<file path="config.mk">
export PLATFORM = sky130hd
export DESIGN_NAME = flss_top
export DESIGN_NICKNAME = d
export VERILOG_FILES = /design/src/flss_pkg.sv /design/src/flss_clk_div.sv /design/src/flss_sync.sv /design/src/flss_top.sv
export VERILOG_INCLUDE_DIRS = /design/src
export SDC_FILE = /design/constraint.sdc
export NUM_CORES = 1
export LEC_CHECK = 0
export BUFFER_PORTS_ARGS = -buffer_cell sky130_fd_sc_hd__buf_4
export CORE_UTILIZATION = 50
export CTS_BUF_LIST = sky130_fd_sc_hd__clkbuf_4
export DETAILED_ROUTE_END_ITERATION = 10
export PLACE_DENSITY_LB_ADDON = 0.25
export SETUP_SLACK_MARGIN = 0.02
export SYNTH_ARGS = -nofsm -noshare
export SYNTH_HDL_FRONTEND = slang
export SYNTH_HIERARCHICAL = 1
export SYNTH_SLANG_ARGS = --single-unit
</file>
<file path="constraint.sdc">
create_clock -name i_clk -period 3.3 [get_ports i_clk]
set_input_delay 0.66 -clock i_clk [delete_from_list [all_inputs] [get_ports i_clk]]
set_output_delay 0.66 -clock i_clk [all_outputs]
set_load 0.02 [all_outputs]
</file>
<file path="src/flss_params.svh">
/*
 Constants for the loop spread-spectrum and status block: register
 offsets, field positions, reset values and the timing counts.
 Assumes inclusion by bare name from the package and the design files.
*/
`ifndef FLSS_PARAMS_SVH
`define FLSS_PARAMS_SVH

// ----------------------------------------------------------------
// Register offsets (word addresses on the plain register port)
// ----------------------------------------------------------------
`define FLSS_ADDR_W 12
`define FLSS_OFS_LOOP1_SPREAD 12'h189
`define FLSS_OFS_LOOP2_SPREAD 12'h1a9
`define FLSS_OFS_INT_STATUS 12'h1c0
`define FLSS_OFS_INT_CLEAR 12'h1c1
`define FLSS_OFS_INT_ENABLE 12'h1c2
`define FLSS_OFS_LOOP_STATUS 12'h1c3
`define FLSS_OFS_GPIO_SEL 12'h1c4
`define FLSS_OFS_LOOP1_INT_MULT 12'h1c8
`define FLSS_OFS_LOOP1_NUMER 12'h1c9
`define FLSS_OFS_LOOP1_DENOM 12'h1ca
`define FLSS_OFS_LOOP2_INT_MULT 12'h1cc
`define FLSS_OFS_LOOP2_NUMER 12'h1cd
`define FLSS_OFS_LOOP2_DENOM 12'h1ce

// ----------------------------------------------------------------
// Field positions
// ----------------------------------------------------------------
`define FLSS_TYPE_LSB 0
`define FLSS_RATE_LSB 2
`define FLSS_DEPTH_LSB 4
`define FLSS_SPREAD_USED_W 6
`define FLSS_INT_MULT_W 10

// ----------------------------------------------------------------
// Reset values
// ----------------------------------------------------------------
`define FLSS_SPREAD_RST 16'h0000
`define FLSS_INT_EN_RST 4'h0
`define FLSS_GPIO_SEL_RST 16'h0000
`define FLSS_DENOM_RST 16'h0001

// ----------------------------------------------------------------
// Timing: sync depth in cycles of i_clk
// ----------------------------------------------------------------
`define FLSS_SYNC_STAGES 2

`endif

</file>
<file path="src/flss_pkg.sv">
/*
 Types for the loop spread-spectrum and status block.
 Assumes flss_params.svh is on the include path.
*/
`include "flss_params.svh"

package flss_pkg;

  typedef enum logic [1:0] {
    FLSS_MOD_OFF = 2'b00,
    FLSS_MOD_TRIANGLE = 2'b01,
    FLSS_MOD_ZERO_MEAN = 2'b10,
    FLSS_MOD_DITHER = 2'b11
  } flss_mod_t;

  // One loop's modulation settings as presented to the loop core
  typedef struct packed {
    flss_mod_t spread_type;
    logic [1:0] spread_rate;
    logic [1:0] spread_depth;
  } flss_spread_t;

  // One loop's ratio terms as presented to the loop core
  typedef struct packed {
    logic [`FLSS_INT_MULT_W-1:0] integer_mult;
    logic [15:0] frac_numerator;
    logic [15:0] frac_denominator;
  } flss_ratio_t;

  // Raw status from one loop core
  typedef struct packed {
    logic clock_ok;
    logic locked;
  } flss_status_t;

  typedef enum logic [1:0] {
    FLSS_BUS_IDLE = 2'b00,
    FLSS_BUS_READ = 2'b01,
    FLSS_BUS_WRITE = 2'b10
  } flss_bus_op_t;

endpackage : flss_pkg

</file>
<file path="src/flss_clk_div.sv">
/*
 Divider that turns a loop clock-enable into a slower GPIO clock.
 Assumes i_tick is a one-cycle pulse per loop output edge.
*/
`timescale 1ns/1ps
`default_nettype none

module flss_clk_div (
  input wire logic i_clk,        // Register clock
  input wire logic i_rst_b,      // Sync reset, low
  input wire logic i_run,        // Loop delivering clock
  input wire logic i_tick,       // Loop output enable pulse
  input wire logic [3:0] i_half, // Half period in ticks minus one
  output logic o_clk_out         // Derived clock level
);
  logic [3:0] cnt_r;
  logic out_r;

  always_ff @(posedge i_clk) begin
    if (!i_rst_b || !i_run) begin
      cnt_r <= 4'h0;
      out_r <= 1'b0;
    end else if (i_tick) begin
      if (cnt_r >= i_half) begin
        cnt_r <= 4'h0;
        out_r <= ~out_r;
      end else begin
        cnt_r <= cnt_r + 4'h1;
      end
    end
  end

  assign o_clk_out = out_r;

endmodule // flss_clk_div

`default_nettype wire

</file>
<file path="src/flss_sync.sv">
/*
 Two-flop level synchroniser for one loop's status pair.
 Assumes the status inputs are levels from the loop core domain.
*/
`timescale 1ns/1ps
`default_nettype none

module flss_sync (
  input wire logic i_clk,                     // Register clock
  input wire logic i_rst_b,                   // Sync reset, low
  input wire flss_pkg::flss_status_t i_raw,   // Asynchronous status
  output flss_pkg::flss_status_t o_sync       // Synchronised status
);
  import flss_pkg::*;

  flss_status_t meta_r;
  flss_status_t sync_r;

  // First stage feeds only the second stage
  always_ff @(posedge i_clk) begin
    if (!i_rst_b) begin
      meta_r <= '0;
      sync_r <= '0;
    end else begin
      meta_r <= i_raw;
      sync_r <= meta_r;
    end
  end

  assign o_sync = sync_r;

endmodule // flss_sync

`default_nettype wire

</file>
<file path="src/flss_top.sv">
/*
 Register, status and GPIO-select logic for two frequency-locked loops.
 Assumes a single 200 MHz clock and a plain one-cycle register port.
*/
// Added by the designer: strobed register access.
// Overview of operation
// Each loop has its own spread-spectrum control register.
// Bits 1:0 pick off, triangle, zero-mean modulation or dither.
// Bits 5:4 set modulation depth, meaning depends on mode.
// Bits 3:2 set triangle rate, 439 kHz to 1.76 MHz.
// Clock-OK shows each loop started and delivering clock.
// Lock status shows each loop currently holds frequency lock.
// Clock-OK and lock of each loop are interrupt events.
// Clock-OK and lock of each loop selectable onto GPIO.
// A clock derived from each loop selectable onto GPIO.
// Software loads integer multiplier with integer part of ratio.
// Software computes numerator and denominator over common divisor.
// Integer, numerator, denominator fields drive each loop's terms.
// Software keeps divided reference at or below 13.5 MHz.
// Status is synchronised into the register clock domain first.
`timescale 1ns/1ps
`default_nettype none
`include "flss_params.svh"

module flss_top (
  input wire logic i_clk,                          // 200 MHz clock
  input wire logic i_rst_b,                        // Sync reset, low
  input wire logic [`FLSS_ADDR_W-1:0] i_addr,      // Register address
  input wire logic [15:0] i_wdata,                 // Write data
  input wire logic i_wr,                           // Write strobe
  input wire logic i_rd,                           // Read strobe
  output logic [15:0] o_rdata,                     // Read data, next cycle
  input wire flss_pkg::flss_status_t i_loop1_raw,  // Loop 1 core status
  input wire flss_pkg::flss_status_t i_loop2_raw,  // Loop 2 core status
  input wire logic i_loop1_tick,                   // Loop 1 output pulse
  input wire logic i_loop2_tick,                   // Loop 2 output pulse
  output flss_pkg::flss_spread_t o_loop1_spread,   // Loop 1 modulation
  output flss_pkg::flss_spread_t o_loop2_spread,   // Loop 2 modulation
  output flss_pkg::flss_ratio_t o_loop1_ratio,     // Loop 1 ratio terms
  output flss_pkg::flss_ratio_t o_loop2_ratio,     // Loop 2 ratio terms
  output logic [1:0] o_gpio,                       // Two GPIO functions
  output logic o_irq                               // Level interrupt
);
  import flss_pkg::*;

  // ----------------------------------------------------------------
  // Register storage
  // ----------------------------------------------------------------
  logic [15:0] spread_r [2];
  logic [`FLSS_INT_MULT_W-1:0] mult_r [2];
  logic [15:0] numer_r [2];
  logic [15:0] denom_r [2];
  logic [3:0] int_stat_r;
  logic [3:0] int_en_r;
  logic [15:0] gpio_sel_r;
  logic [15:0] rdata_r;
  flss_status_t st_sync [2];
  flss_status_t st_prev_r [2];
  logic [3:0] evt;
  logic [3:0] clr;
  logic [1:0] clk_div_out;
  logic [1:0] tick;
  flss_bus_op_t op;

  // Loop index for a per-loop register, or 2'd2 when not per-loop
  function automatic logic [1:0] loop_of(
    input logic [`FLSS_ADDR_W-1:0] a,
    input logic [`FLSS_ADDR_W-1:0] ofs1,
    input logic [`FLSS_ADDR_W-1:0] ofs2
  );
    loop_of = (a == ofs1) ? 2'd0 : (a == ofs2) ? 2'd1 : 2'd2;
  endfunction

  always_comb begin
    op = FLSS_BUS_IDLE;
    if (i_wr) begin
      op = FLSS_BUS_WRITE;
    end else if (i_rd) begin
      op = FLSS_BUS_READ;
    end
  end

  // ----------------------------------------------------------------
  // Status synchronisers and event detection
  // ----------------------------------------------------------------
  flss_sync u_sync1 (
    .i_clk(i_clk),
    .i_rst_b(i_rst_b),
    .i_raw(i_loop1_raw),
    .o_sync(st_sync[0])
  );
  flss_sync u_sync2 (
    .i_clk(i_clk),
    .i_rst_b(i_rst_b),
    .i_raw(i_loop2_raw),
    .o_sync(st_sync[1])
  );

  always_ff @(posedge i_clk) begin
    if (!i_rst_b) begin
      st_prev_r[0] <= '0;
      st_prev_r[1] <= '0;
    end else begin
      st_prev_r[0] <= st_sync[0];
      st_prev_r[1] <= st_sync[1];
    end
  end

  // Any change of either status is an event; both edges matter
  always_comb begin
    evt[0] = st_sync[0].clock_ok ^ st_prev_r[0].clock_ok;
    evt[1] = st_sync[0].locked ^ st_prev_r[0].locked;
    evt[2] = st_sync[1].clock_ok ^ st_prev_r[1].clock_ok;
    evt[3] = st_sync[1].locked ^ st_prev_r[1].locked;
  end

  assign clr = (op == FLSS_BUS_WRITE && i_addr == `FLSS_OFS_INT_CLEAR)
             ? i_wdata[3:0] : 4'h0;

  // ----------------------------------------------------------------
  // Interrupt status, enable and output
  // ----------------------------------------------------------------
  // Set wins over clear so an event in the clear cycle survives
  always_ff @(posedge i_clk) begin
    if (!i_rst_b) begin
      int_stat_r <= 4'h0;
    end else begin
      int_stat_r <= (int_stat_r & ~clr) | evt;
    end
  end

  always_ff @(posedge i_clk) begin
    if (!i_rst_b) begin
      int_en_r <= `FLSS_INT_EN_RST;
    end else if (op == FLSS_BUS_WRITE && i_addr == `FLSS_OFS_INT_ENABLE) begin
      int_en_r <= i_wdata[3:0];
    end
  end

  assign o_irq = |(int_stat_r & int_en_r);

  // ----------------------------------------------------------------
  // Per-loop configuration registers
  // ----------------------------------------------------------------
  // Spread registers implement only bits 5:0; upper bits read as zero
  always_ff @(posedge i_clk) begin
    if (!i_rst_b) begin
      for (int i = 0; i < 2; i++) begin
        spread_r[i] <= `FLSS_SPREAD_RST;
        mult_r[i] <= '0;
        numer_r[i] <= 16'h0000;
        denom_r[i] <= `FLSS_DENOM_RST;
      end
    end else if (op == FLSS_BUS_WRITE) begin
      for (int i = 0; i < 2; i++) begin
        if (loop_of(i_addr, `FLSS_OFS_LOOP1_SPREAD,
                    `FLSS_OFS_LOOP2_SPREAD) == 2'(i)) begin
          spread_r[i] <= {10'h000,
                          i_wdata[`FLSS_SPREAD_USED_W-1:0]};
        end
        if (loop_of(i_addr, `FLSS_OFS_LOOP1_INT_MULT,
                    `FLSS_OFS_LOOP2_INT_MULT) == 2'(i)) begin
          mult_r[i] <= i_wdata[`FLSS_INT_MULT_W-1:0];
        end
        if (loop_of(i_addr, `FLSS_OFS_LOOP1_NUMER,
                    `FLSS_OFS_LOOP2_NUMER) == 2'(i)) begin
          numer_r[i] <= i_wdata;
        end
        if (loop_of(i_addr, `FLSS_OFS_LOOP1_DENOM,
                    `FLSS_OFS_LOOP2_DENOM) == 2'(i)) begin
          denom_r[i] <= i_wdata;
        end
      end
    end
  end

  always_ff @(posedge i_clk) begin
    if (!i_rst_b) begin
      gpio_sel_r <= `FLSS_GPIO_SEL_RST;
    end else if (op == FLSS_BUS_WRITE && i_addr == `FLSS_OFS_GPIO_SEL) begin
      gpio_sel_r <= i_wdata;
    end
  end

  // Fields go to the core as-is; the core maps codes to percent and rate
  always_comb begin
    o_loop1_spread.spread_type =
      flss_mod_t'(spread_r[0][`FLSS_TYPE_LSB +: 2]);
    o_loop1_spread.spread_rate = spread_r[0][`FLSS_RATE_LSB +: 2];
    o_loop1_spread.spread_depth = spread_r[0][`FLSS_DEPTH_LSB +: 2];
    o_loop2_spread.spread_type =
      flss_mod_t'(spread_r[1][`FLSS_TYPE_LSB +: 2]);
    o_loop2_spread.spread_rate = spread_r[1][`FLSS_RATE_LSB +: 2];
    o_loop2_spread.spread_depth = spread_r[1][`FLSS_DEPTH_LSB +: 2];
  end

  // Zero denominator is passed through; software must avoid it
  always_comb begin
    o_loop1_ratio = {mult_r[0], numer_r[0], denom_r[0]};
    o_loop2_ratio = {mult_r[1], numer_r[1], denom_r[1]};
  end

  // ----------------------------------------------------------------
  // GPIO selection: 3-bit code per output
  // ----------------------------------------------------------------
  assign tick = {i_loop2_tick, i_loop1_tick};

  for (genvar g = 0; g < 2; g++) begin : g_div
    flss_clk_div u_div (
      .i_clk(i_clk),
      .i_rst_b(i_rst_b),
      .i_run(st_sync[g].clock_ok),
      .i_tick(tick[g]),
      .i_half(gpio_sel_r[8 + 4*g +: 4]),
      .o_clk_out(clk_div_out[g])
    );
  end

  function automatic logic gpio_pick(input logic [2:0] code,
                                     input flss_status_t s1,
                                     input flss_status_t s2,
                                     input logic [1:0] ck);
    case (code)
      3'h1: gpio_pick = s1.clock_ok;
      3'h2: gpio_pick = s1.locked;
      3'h3: gpio_pick = s2.clock_ok;
      3'h4: gpio_pick = s2.locked;
      3'h5: gpio_pick = ck[0];
      3'h6: gpio_pick = ck[1];
      default: gpio_pick = 1'b0;
    endcase
  endfunction

  logic [1:0] gpio_r;
  always_ff @(posedge i_clk) begin
    if (!i_rst_b) begin
      gpio_r <= 2'b00;
    end else begin
      for (int k = 0; k < 2; k++) begin
        gpio_r[k] <= gpio_pick(gpio_sel_r[4*k +: 3], st_sync[0],
                               st_sync[1], clk_div_out);
      end
    end
  end
  assign o_gpio = gpio_r;

  // ----------------------------------------------------------------
  // Read port
  // ----------------------------------------------------------------
  always_ff @(posedge i_clk) begin
    if (!i_rst_b) begin
      rdata_r <= 16'h0000;
    end else if (op == FLSS_BUS_READ) begin
      case (i_addr)
        `FLSS_OFS_LOOP1_SPREAD: rdata_r <= spread_r[0];
        `FLSS_OFS_LOOP2_SPREAD: rdata_r <= spread_r[1];
        `FLSS_OFS_INT_STATUS: rdata_r <= {12'h000, int_stat_r};
        `FLSS_OFS_INT_ENABLE: rdata_r <= {12'h000, int_en_r};
        `FLSS_OFS_LOOP_STATUS: rdata_r <= {12'h000, st_sync[1], st_sync[0]};
        `FLSS_OFS_GPIO_SEL: rdata_r <= gpio_sel_r;
        `FLSS_OFS_LOOP1_INT_MULT: rdata_r <= {6'h00, mult_r[0]};
        `FLSS_OFS_LOOP1_NUMER: rdata_r <= numer_r[0];
        `FLSS_OFS_LOOP1_DENOM: rdata_r <= denom_r[0];
        `FLSS_OFS_LOOP2_INT_MULT: rdata_r <= {6'h00, mult_r[1]};
        `FLSS_OFS_LOOP2_NUMER: rdata_r <= numer_r[1];
        `FLSS_OFS_LOOP2_DENOM: rdata_r <= denom_r[1];
        default: rdata_r <= 16'h0000;
      endcase
    end else begin
      rdata_r <= 16'h0000;
    end
  end
  assign o_rdata = rdata_r;
endmodule // flss_top

`default_nettype wire

</file>
==> reports/qor.csv <==
metric,value,unit
layout_worst_path_cycle_share,70.01,%
drt_iter0_markers,593,
fmax,0.4328,GHz
antenna_found_initial,1,
drive_gt1_share,29.10,%
core.rowCount,43,
cts_tree,yes,
hold_buffers,0,
dpl_cell_area,8511,um^2
core,13930,um^2
startpoint_type,input port,
grt_max_degree,33,
synth_top_cell_area_share,40.30,%
worst_slew_pin_slew,0.8726,ns
ctsRootBufferMaster,clkbuf_4,
ys_seq_elements,160,
cts_sinks,160,
ant_nets,0,
synth_warnings,6,
r2r_cells,6,
multi_input_area,2774,um^2
pin_count,153,
drc_errors,0,
synth.area.top_cells,"edfxtp_1 40%, dfxtp_1 18%, mux2i_1 4.9%",
synth_nets,655,
hold_class,in2reg,
die_w,121.6,um
grt_pass1_wl,30020,um
clock_skew,0.01106,ns
chipHeight,121.6,um
yosysTopAreaCell,edfxtp_1,
area_delta_synth_final,23.39,%
ys_seq_area_share,58.21,%
ir_drop,0.2813,mV
finalInstanceArea,8826,um^2
vias,5718,
final_common_cell,buf_4,
port_buffers,152,
final_cell_mix,"173 x buf_4, 96 x edfxtp_1, 64 x dfxtp_1, 53 x and2_1, 38 x nor2_1",
cts_buffers,17,
required,3.60,ns
htreeDepth,4,
overflow,0,
arrival,2.61,ns
cts.path.max_buffers,2,
synth_edf_count,96,
totalNegativeSetupSlack,0,ns
synth_cell_type_count,63,
hold_violations,0,
ys_async_sr_fraction,0,%
endpoint_kind,flip-flop,
die_area,14790,um^2
place_hpwl,14860,um
dr.pass1.iters,5,
worstSetupPathType,in2reg,
ctsResizeCount,0,
grt_pass1_vias,5432,
fin_crit,2.310,ns
postCtsSetupRepairBufs,0,
grt_setup_unrepaired,false,
fin_nets,815,
maxCapViolCount,0,
gr-usage-all-layers,28.15,%
place.gp.congestion,0.9292,
netlist_area,7153,um^2
status,finished clean,
clkTransAtPathRegs,0.13,ns
clkLatencyLatePin,0.57,ns
routed_wl,20490,um
hold_depth,2,
viasPerCell,5.950,
final-seq-area,4164,um^2
nFillCells,1144,
setup-violations-final,0,
wire_per_inst,21.33,um
report.final.slew_viol_count,0,
synth_cells,607,
start_util,51.33,%
powerDensity,443.9,nW/um^2
maxSlewHeadroom,41.38,%
p_leak,0.003323,uW
syn_avg_cell_area,11.78,um^2
ys.flop_type,edfxtp_1,
crit_fanout,6,
## report_power, final
part	switching [uW]	internal, uW	total, uW
Clock	715	534	1250
Combinational	258	175	433
Sequential	53.6	2180	2240
Total	1030	2890	3920
## state kept, by name, summed over array words and instances, names as in the netlist
| signal | cells |
|---|---|
| u_sync1/o_sync | 2 |
| g_div.u_div/cnt_r | 8 |
| numer_r | 32 |
| u_sync2/o_sync | 2 |
| u_sync2/meta_r | 2 |
| o_rdata | 16 |
| int_stat_r | 4 |
| spread_r | 12 |
| gpio_sel_r | 16 |
| g_div.u_div/o_clk_out | 2 |
| int_en_r | 4 |
| mult_r | 20 |
| u_sync1/meta_r | 2 |
| st_prev_r | 4 |
| o_gpio | 2 |
| denom_r | 32 |
## worst paths after layout
kind,start,to,slack [ns]
hold / removal,i_loop2_raw[1],u_sync2/meta_r[1],0.29
hold reg to reg,u_sync1/meta_r[0],u_sync1/o_sync[0],0.45
setup / recovery,i_addr[9],denom_r[0][21],0.99
setup reg to reg,g_div[1].u_div/cnt_r[0],g_div[1].u_div/cnt_r[3],1.50
## cell families after synthesis
| family | after synthesis | share of synthesized area (%) |
|---|---|---|
| AND/OR/NAND/NOR | 222 | 17.63 |
| flip-flops | 160 | 58.21 |
| AO/OA/AOI/OAI | 120 | 12.03 |
| buffers and inverters | 45 | 3.008 |
| multiplexers | 44 | 6.629 |
| adder cells (fa/ha/maj) | 10 | 1.749 |
| XOR/XNOR | 6 | 0.7346 |
## cell type report
type	instances	area share (%)
Antenna cell	1	0.02835
Clock buffer	17	1.446
Clock inverter	15	2.098
Inverter	13	0.5529
Multi-Input combinational cell	402	31.43
Sequential cell	160	47.18
Tap cell	180	2.552
Timing Repair Buffer	173	14.72
## routing by layer
metal  GRT usage [%]  vias to the layer above  wire (um)
met2           45.45                      333       9659
met3           7.678                       38       2094
met1           36.25                     2760       8265
li1                -                     2587          -
met4           10.34                        0        475
met5               0                        -          0
## stage by stage
step                      util (%)  setup slack [ns]  hold slack [ns]  std cells  total power (uW)
after detailed placement     61.08            0.4383           0.4181        928              2708
after global routing         63.34            0.8676           0.2459        961              4044
final                        63.34            0.9897           0.2892        961              3917
after floorplan                  -            0.1522           0.4118        607              2487
after CTS                    63.32             1.057           0.2531        960              3927
after global placement       61.08            0.5015           0.4147        928              2701
## cells in the mapped netlist (4+ instances only)
cell	n
a21boi_0	4
a21oi_1	19
a22o_1	8
a22oi_1	20
a31oi_1	6
and2_1	53
and3_1	9
buf_2	5
buf_6	4
clkbuf_1	19
dfxtp_1	64
edfxtp_1	96
ha_1	10
inv_1	11
mux2_2	7
mux2i_1	35
nand2_1	33
nand2b_1	6
nand3_1	15
nand3b_1	7
nand4_1	9
nor2_1	38
nor2b_1	21
nor3_1	8
o21a_1	6
o21ai_0	25
o22ai_1	4
o2bb2ai_1	4
xor2_1	6
## critical path, stage by stage
cell	delay, ns
buf_4	0.10
and4bb_2	0.35
nand2_1	0.13
nor2_1	0.35
nand2_1	0.16
o21ai_1	0.57
buf_4	0.29
No activity file was read; power rests on OpenSTA's default activity.
